===== src/isd_pkg.sv =====
// shared constants and types for the i2c slave byte and interrupt block
package isd_pkg;

  // apb address width and register byte offsets
  localparam int ISD_AW = 12;
  localparam logic [ISD_AW-1:0] ISD_OFS_REQ = 12'h004;
  localparam logic [ISD_AW-1:0] ISD_OFS_BYTE = 12'h008;
  localparam logic [ISD_AW-1:0] ISD_OFS_MASK = 12'h00C;
  localparam logic [ISD_AW-1:0] ISD_OFS_RAW = 12'h010;
  localparam logic [ISD_AW-1:0] ISD_OFS_MIS = 12'h014;
  localparam logic [ISD_AW-1:0] ISD_OFS_CLR = 12'h018;

  // field positions
  localparam int ISD_PEND_BIT = 0;
  localparam int ISD_REQ_RX_BIT = 0;
  localparam int ISD_REQ_TX_BIT = 1;
  localparam int ISD_DIR_BIT = 0;

  // reset values and counts
  localparam logic [7:0] ISD_BYTE_RST = 8'h00;
  localparam logic ISD_MASK_RST = 1'h0;
  localparam logic ISD_RAW_RST = 1'h0;
  localparam logic [2:0] ISD_LAST_BIT = 3'h7;
  localparam logic [6:0] ISD_OWN_ADDR_DEF = 7'h2A;

  // link-side states
  typedef enum logic [3:0] {
    ST_IDLE,
    ST_ADDR,
    ST_ADDR_ACK,
    ST_RX,
    ST_RX_HOLD,
    ST_RX_ACK,
    ST_TX_WAIT,
    ST_TX,
    ST_TX_ACK
  } isd_state_t;

  // whole module state
  typedef struct packed {
    isd_state_t state;
    logic scl_s1;
    logic scl_s2;
    logic scl_s3;
    logic sda_s1;
    logic sda_s2;
    logic sda_s3;
    logic [2:0] cnt;
    logic [7:0] shift;
    logic full;
    logic dir;
    logic [7:0] slave_byte;
    logic mask;
    logic raw;
    logic transmit_request_flag;
    logic receive_request_flag;
    logic scl_oe;
    logic sda_oe;
    logic irq;
    logic [31:0] prdata;
  } isd_regs_t;

  localparam isd_regs_t ISD_REGS_RST = '{
    state: ST_IDLE, scl_s1: 1'h1, scl_s2: 1'h1, scl_s3: 1'h1,
    sda_s1: 1'h1, sda_s2: 1'h1, sda_s3: 1'h1, cnt: 3'h0, shift: 8'h00,
    full: 1'h0, dir: 1'h0, slave_byte: ISD_BYTE_RST, mask: ISD_MASK_RST,
    raw: ISD_RAW_RST, transmit_request_flag: 1'h0, receive_request_flag: 1'h0, scl_oe: 1'h0, sda_oe: 1'h0,
    irq: 1'h0, prdata: 32'h0000_0000};

endpackage


===== src/isd_slave_regs.sv =====
// i2c slave byte register, request flags, clock stretching and interrupt logic
//
// Overview of operation
// byte field bits 7:0, resets to zero
// one byte field serves receive and transmit
// mask bit 0 gates raw pending onto interrupt
// raw status bit 0 shows pending, ignores mask
// masked status bit 0 is raw and mask
// writing one to clear bit drops raw flag
// clear register reads carry no meaning
// unused upper bits read only, software preserves
// transmit request stretches clock until byte written
// receive request stretches clock until byte read
// new transmit or receive request sets raw flag
`timescale 1ns/10ps
module isd_slave_regs #(
  parameter logic [6:0] OWN_ADDR = isd_pkg::ISD_OWN_ADDR_DEF
) (
  input wire logic MCLK, // system clock, 200 mhz
  input wire logic SYS_RST, // synchronous reset, high
  input wire logic PSEL, // apb select
  input wire logic PENABLE, // apb access phase
  input wire logic PWRITE, // apb direction
  input wire logic [isd_pkg::ISD_AW-1:0] PADDR, // apb byte address
  input wire logic [31:0] PWDATA, // apb write data
  output logic [31:0] PRDATA, // apb read data
  output logic PREADY, // apb ready, always high
  output logic PSLVERR, // apb error on unmapped address
  input wire logic SCL_IN, // bus clock level
  output logic SCL_OUT, // bus clock drive value
  output logic SCL_OE, // bus clock pulled low while high
  input wire logic SDA_IN, // bus data level
  output logic SDA_OUT, // bus data drive value
  output logic SDA_OE, // bus data pulled low while high
  output logic TRANSMIT_REQUEST_FLAG, // byte wanted for transmit
  output logic RECEIVE_REQUEST_FLAG, // received byte waiting
  output logic IRQ // level interrupt
);
  import isd_pkg::*;

  isd_regs_t q;
  isd_regs_t n;
  logic apb_setup;
  logic wr_acc;
  logic rd_acc;
  logic mapped;
  logic byte_wr;
  logic byte_rd;
  logic clr_wr;
  logic new_req;
  logic scl_rise;
  logic scl_fall;
  logic bus_start;
  logic bus_stop;
  logic [31:0] rd_mux;

  // apb phase decode
  assign apb_setup = PSEL & ~PENABLE;
  assign wr_acc = PSEL & PENABLE & PWRITE;
  assign rd_acc = PSEL & PENABLE & ~PWRITE;
  assign byte_wr = wr_acc & (PADDR == ISD_OFS_BYTE);
  assign byte_rd = rd_acc & (PADDR == ISD_OFS_BYTE);
  assign clr_wr = wr_acc & (PADDR == ISD_OFS_CLR) & PWDATA[ISD_PEND_BIT];

  // address map check
  assign mapped = (PADDR == ISD_OFS_REQ) | (PADDR == ISD_OFS_BYTE) | (PADDR == ISD_OFS_MASK) |
                  (PADDR == ISD_OFS_RAW) | (PADDR == ISD_OFS_MIS) | (PADDR == ISD_OFS_CLR);

  // bus events from the second and third sync stages only
  assign scl_rise = q.scl_s2 & ~q.scl_s3;
  assign scl_fall = ~q.scl_s2 & q.scl_s3;
  assign bus_start = q.scl_s2 & q.scl_s3 & q.sda_s3 & ~q.sda_s2;
  assign bus_stop = q.scl_s2 & q.scl_s3 & ~q.sda_s3 & q.sda_s2;

  // read data select, upper bits zero
  always_comb begin
    rd_mux = 32'h0000_0000;
    case (PADDR)
      ISD_OFS_REQ: begin
        rd_mux[ISD_REQ_RX_BIT] = q.receive_request_flag;
        rd_mux[ISD_REQ_TX_BIT] = q.transmit_request_flag;
      end
      ISD_OFS_BYTE: rd_mux[7:0] = q.slave_byte;
      ISD_OFS_MASK: rd_mux[ISD_PEND_BIT] = q.mask;
      ISD_OFS_RAW: rd_mux[ISD_PEND_BIT] = q.raw;
      ISD_OFS_MIS: rd_mux[ISD_PEND_BIT] = q.raw & q.mask;
      ISD_OFS_CLR: rd_mux = 32'h0000_0000;
      default: rd_mux = 32'h0000_0000;
    endcase
  end

  // next state of the whole block
  always_comb begin
    n = q;
    new_req = 1'h0;
    // two-stage synchronisers plus an edge stage
    n.scl_s1 = SCL_IN;
    n.scl_s2 = q.scl_s1;
    n.scl_s3 = q.scl_s2;
    n.sda_s1 = SDA_IN;
    n.sda_s2 = q.sda_s1;
    n.sda_s3 = q.sda_s2;
    // register writes and read capture
    if (apb_setup) begin
      n.prdata = rd_mux;
    end
    if (byte_wr) begin
      n.slave_byte = PWDATA[7:0];
    end
    if (wr_acc && (PADDR == ISD_OFS_MASK)) begin
      n.mask = PWDATA[ISD_PEND_BIT];
    end
    if (byte_rd) begin
      n.receive_request_flag = 1'h0;
    end
    // link sequencer
    case (q.state)
      ST_IDLE: begin
        n.sda_oe = 1'h0;
        n.scl_oe = 1'h0;
      end
      ST_ADDR: begin
        if (scl_rise) begin
          n.shift = {q.shift[6:0], q.sda_s2};
          n.cnt = 3'(q.cnt + 3'h1);
          n.full = (q.cnt == ISD_LAST_BIT);
        end else if (scl_fall && q.full) begin
          n.full = 1'h0;
          if (q.shift[7:1] == OWN_ADDR) begin
            n.dir = q.shift[ISD_DIR_BIT];
            n.sda_oe = 1'h1;
            n.state = ST_ADDR_ACK;
          end else begin
            n.state = ST_IDLE;
          end
        end
      end
      ST_ADDR_ACK: begin
        if (scl_fall) begin
          n.sda_oe = 1'h0;
          n.cnt = 3'h0;
          if (q.dir) begin
            n.transmit_request_flag = 1'h1;
            n.scl_oe = 1'h1;
            n.state = ST_TX_WAIT;
          end else begin
            n.state = ST_RX;
          end
        end
      end
      ST_RX: begin
        if (scl_rise) begin
          n.shift = {q.shift[6:0], q.sda_s2};
          n.cnt = 3'(q.cnt + 3'h1);
          if (q.cnt == ISD_LAST_BIT) begin
            n.slave_byte = {q.shift[6:0], q.sda_s2};
            n.receive_request_flag = 1'h1;
            n.full = 1'h1;
          end
        end else if (scl_fall && q.full) begin
          n.full = 1'h0;
          if (n.receive_request_flag) begin
            n.scl_oe = 1'h1;
            n.state = ST_RX_HOLD;
          end else begin
            n.sda_oe = 1'h1;
            n.state = ST_RX_ACK;
          end
        end
      end
      ST_RX_HOLD: begin
        if (!q.receive_request_flag) begin
          n.scl_oe = 1'h0;
          n.sda_oe = 1'h1;
          n.state = ST_RX_ACK;
        end
      end
      ST_RX_ACK: begin
        if (scl_fall) begin
          n.sda_oe = 1'h0;
          n.cnt = 3'h0;
          n.state = ST_RX;
        end
      end
      ST_TX_WAIT: begin
        if (byte_wr) begin
          n.shift = PWDATA[7:0];
          n.sda_oe = ~PWDATA[7];
          n.scl_oe = 1'h0;
          n.transmit_request_flag = 1'h0;
          n.cnt = 3'h0;
          n.state = ST_TX;
        end
      end
      ST_TX: begin
        if (scl_fall) begin
          if (q.cnt == ISD_LAST_BIT) begin
            n.sda_oe = 1'h0;
            n.state = ST_TX_ACK;
          end else begin
            n.cnt = 3'(q.cnt + 3'h1);
            n.shift = {q.shift[6:0], 1'h0};
            n.sda_oe = ~q.shift[6];
          end
        end
      end
      ST_TX_ACK: begin
        if (scl_rise) begin
          n.full = ~q.sda_s2;
        end else if (scl_fall) begin
          n.full = 1'h0;
          if (q.full) begin
            n.transmit_request_flag = 1'h1;
            n.scl_oe = 1'h1;
            n.state = ST_TX_WAIT;
          end else begin
            n.state = ST_IDLE;
          end
        end
      end
      default: n.state = ST_IDLE;
    endcase
    // start and stop override any state, a pending received byte is kept
    if (bus_start || bus_stop) begin
      n.state = bus_start ? ST_ADDR : ST_IDLE;
      n.cnt = 3'h0;
      n.full = 1'h0;
      n.transmit_request_flag = 1'h0;
      n.scl_oe = 1'h0;
      n.sda_oe = 1'h0;
    end
    // sticky pending flag, a new request beats a clear in the same cycle
    new_req = (n.transmit_request_flag & ~q.transmit_request_flag) | (n.receive_request_flag & ~q.receive_request_flag);
    if (clr_wr) begin
      n.raw = 1'h0;
    end
    if (new_req) begin
      n.raw = 1'h1;
    end
    n.irq = n.raw & n.mask;
  end

  // state register
  always_ff @(posedge MCLK) begin
    if (SYS_RST) begin
      q <= ISD_REGS_RST;
    end else begin
      q <= n;
    end
  end

  // port drive
  assign PRDATA = q.prdata;
  assign PREADY = 1'h1;
  assign PSLVERR = PSEL & PENABLE & ~mapped;
  assign SCL_OUT = 1'h0;
  assign SDA_OUT = 1'h0;
  assign SCL_OE = q.scl_oe;
  assign SDA_OE = q.sda_oe;
  assign TRANSMIT_REQUEST_FLAG = q.transmit_request_flag;
  assign RECEIVE_REQUEST_FLAG = q.receive_request_flag;
  assign IRQ = q.irq;
endmodule


===== config.mk =====
export PLATFORM = sky130hd
export DESIGN_NAME = isd_slave_regs
export DESIGN_NICKNAME = d
export VERILOG_FILES = /design/src/isd_pkg.sv /design/src/isd_slave_regs.sv
export SDC_FILE = /design/constraint.sdc
export NUM_CORES = 1
export LEC_CHECK = 0
export ABC_AREA = 0
export BUFFER_PORTS_ARGS = -buffer_cell sky130_fd_sc_hd__buf_2
export CAP_MARGIN = 20
export CELL_PAD_IN_SITES_DETAIL_PLACEMENT = 1
export CELL_PAD_IN_SITES_GLOBAL_PLACEMENT = 1
export CORE_MARGIN = 2
export CORE_UTILIZATION = 36
export CTS_CLUSTER_SIZE = 24
export DETAILED_ROUTE_END_ITERATION = 6
export GPL_ROUTABILITY_DRIVEN = 1
export PLACE_DENSITY = 0.78
export SYNTH_ARGS = -nofsm -noshare
export SYNTH_HDL_FRONTEND = slang
export SYNTH_SLANG_ARGS = --single-unit

===== constraint.sdc =====
create_clock -name MCLK -period 2.7 [get_ports MCLK]
set_input_delay 0.135 -clock MCLK [delete_from_list [all_inputs] [get_ports MCLK]]
set_output_delay 0.135 -clock MCLK [all_outputs]
set_load 0.05 [all_outputs]

==> impl_results.md <==
- Final hold vios: 0
- Reg2reg setup slack: 0.26 ns
- Worst setup margin: 0.258 ns
- Worst slew margin: 53.8%
- Hold Path Stages: 3
- Pre-antenna DRT Iters: 4
- Slowest stage delay, CP: 0.68 ns
- Core Area: 7690 um2
- PD cells: 481 nW/um2
- WL met3: 413 um
- Clock Latency Late Sink: 0.31 ns
- CTS H-Tree Depth: 2
- Part of the cycle the worst path needs: 90.5%
- Design area: 3100 um2
- Vias in the first global route: 2435
- FF/Latch Area: 921 um2
- Buffers on Ports: 40
- Max-cap viol count: 0
- Antenna Cells: 0
- Clock slew at the register clock pins of the worst setup and hold paths: 0.10 ns
- Final ANT Viol Nets: 0
- RSZ-0062 raised after global routing: no
- Max Clock Skew: 0.00906 ns
- TritonCTS clock tree: done
- Worst path depth: 5
- Peak supply drop: 208 uV
- # DRC: 0
- Synth top area share: 32.5%
- Via Count: 2622
- Hold wc startpoint: PWDATA[4]
- CP cell instances: and3b_1 > o21ai_0 > or4b_1 > or3_1 > a21oi_1
- DR iter-0 viols: 199
- Final wirelength: 7360 um
- # setup viols final: 0
- Status: completed
- Final min period: 2.44 ns
- Synth warn: 0
- Clk buf depth: 2
- Critical path's slowest cell: dfxtp_1
- Worst hold path class: primary input to flop
- Crit Reg-Reg Startpoint: q[69]
- Layout cells sized above 1: 18.4%
- Finished Core Util: 40.4%
- Worst EP required: 2.96 ns
- Synth area leader: dfxtp_1
- Remaining Overflow, GRT: 0
- CTS Root Cell: clkbuf_8
- # fillers: 991
- Slew Limit Fails: 0
- Max Fclk: 409 MHz
- Crit path kind: flop to flop
- Area Growth Syn to Fin: 9.68%
- Static Leak: 0.00123 uW
- Post-synth ARST share: 0%
- All-Layer GR Usage: 17.2%
- Worst Setup End Kind: flop
- Syn_area_per_cell: 7.97 um2
- Die Span Y: 92.7 um
- #FFs+latches synth: 46
- Number of flops mapped to enable cells by yosys: 0
- Post-synthesis sequential area ratio: 32.5%
- Most used DFF post-synth: dfxtp_1
- Largest net degree at the start of global routing: 40
- Die area: 8590 um2
- Routed length per placed instance: 15.1 um
- Net count, final: 441
- Cells on worst reg2reg path: 5
- Most area-consuming cells after synthesis: dfxtp_1 (33%), buf_4 (9.5%), mux2i_1 (7.8%), nor2_1 (6.4%), a211oi_1 (4.8%)
- HPWL after detailed placement: 5450 um
- Worst Setup Start Kind: flop
- Slew @ Worst Pin: 0.689 ns
- PostCTS Resize Cnt: 0
- Hold path endpoint: q[43]
- Multi-input gate area: 1630 um2
- Sink Count: 46
- Synth unique cells: 53
- Starting density of the core: 36.8%
- Place WS: 0.279 ns
- Die W: 92.7 um
- Via/cell ratio: 5.37
- CP max FO: 15
- First-pass GRT wire length: 11900 um
- Reg2reg end: q[69]
- WL met1: 3520 um
- I/O Pins: 92
- Synth Cell Area: 2830 um2
- CTS buffer count: 5
- Minimum hold slack: 0.175 ns
- Mapped Cells: 355
- Top delay family on crit path: simple AND/OR/NAND/NOR gates
- DR top layer: met4
- WP buf/inv: 0
- Fin Setup TNS: 0 ns
- Initial antenna violation count: 0
- Area after DPL: 2990 um2
- WL met2: 3350 um
- Row cnt: 32
- CP Data Arrival Time: 2.70 ns
- GP Congestion: 0.880
==> power by group <==
group	internal, uW	switching (uW)
logic	85.5	216
registers	705	27.1
clock network	188	273
total	978	516
==> cell usage in the layout, fill, tap and decap left out, types with 3 or more instances in the layout <==
cell,netlist,routed
o221ai_1,3,3
clkbuf_8,0,5
buf_2,2,40
o22ai_1,4,4
and3_1,3,3
a31oi_1,3,3
buf_4,36,11
nand2_1,26,26
inv_1,6,6
dfxtp_1,46,46
o21ai_0,14,14
conb_1,2,27
a21oi_1,11,11
mux2i_1,22,22
or2_2,5,5
nor3_1,10,10
nand2b_1,9,9
a22oi_1,8,8
nand3b_1,3,3
a211oi_1,18,18
or3_1,5,5
nor2_1,48,48
o21a_1,3,3
ha_1,5,5
nand3_1,10,10
==> stage by stage <==
stage          cells  total power (uW)
3_5_place_dp     478              1050
6_report         488              1490
2_1_floorplan    380               999
5_1_grt          488              1570
3_3_place_gp     478              1030
4_1_cts          488              1510
==> worst max path at each step <==
stage	start	endpoint
after floorplan	n[63]	q[69]
after global placement	n[63]	q[69]
after detailed placement	n[63]	q[69]
after CTS	n[63]	q[69]
after global routing	n[63]	q[69]
final	q[69]	q[69]
==> area by class of cell <==
type / instances / area share (%)
Multi-Input combinational cell: 272 / 52.6
Clock inverter: 3 / 0.806
Tap cell: 102 / 4.11
Inverter: 7 / 0.846
Sequential cell: 46 / 29.7
Timing Repair Buffer: 53 / 9.75
Clock buffer: 5 / 2.22
==> registers in the layout, indices dropped and copies added, names as in the netlist <==
name and count:
TRANSMIT_REQUEST_FLAG 1, n 4, IRQ 1, q 29, PRDATA 8, SDA_OE 1, RECEIVE_REQUEST_FLAG 1, SCL_OE 1
==> worst register-to-register path: stages, from the launching register on <==
cell,delay (ns)
dfxtp_1,0.68
and3b_1,0.25
o21ai_0,0.30
or4b_1,0.64
or3_1,0.40
a21oi_1,0.11
==> per-layer routing <==
metal,track usage [%],vias to the layer above
met2,29.0,88
met4,4.41,0
met3,3.17,7
li1,-,1266
met1,22.9,1261
met5,0,-
==> timing repair <==
| action | 4_1_cts | 5_1_grt |
|---|---|---|
| endpoints found under the hold margin | 2 | 0 |
| buffers inserted | 0 | 0 |
| hold buffers | 2 | 0 |
==> synth_stat cells, types with 3 or more instances <==
library cell / count
nor2_1: 48
dfxtp_1: 46
buf_4: 36
nand2_1: 26
mux2i_1: 22
a211oi_1: 18
clkbuf_1: 16
o21ai_0: 14
a21oi_1: 11
nand3_1: 10
nor3_1: 10
nand2b_1: 9
a22oi_1: 8
inv_1: 6
ha_1: 5
or2_2: 5
or3_1: 5
o22ai_1: 4
a31oi_1: 3
and3_1: 3
nand3b_1: 3
o21a_1: 3
o221ai_1: 3
==> kinds of logic (layout without fill, tap and decap cells) <==
logic type / Yosys count / in the layout / share of synthesized area, %
buffers and inverters: 62 / 68 / 13.1
and+or+nand+nor: 138 / 138 / 24.7
DFF: 46 / 46 / 32.5
adders and majority gates: 5 / 5 / 2.21
AOI/OAI and AO/OA: 78 / 78 / 18.8
muxes: 22 / 22 / 7.78
xor gates and xnor gates: 2 / 2 / 0.619
other: 2 / 27 / 0.265
(Power assumes the default switching activity.)
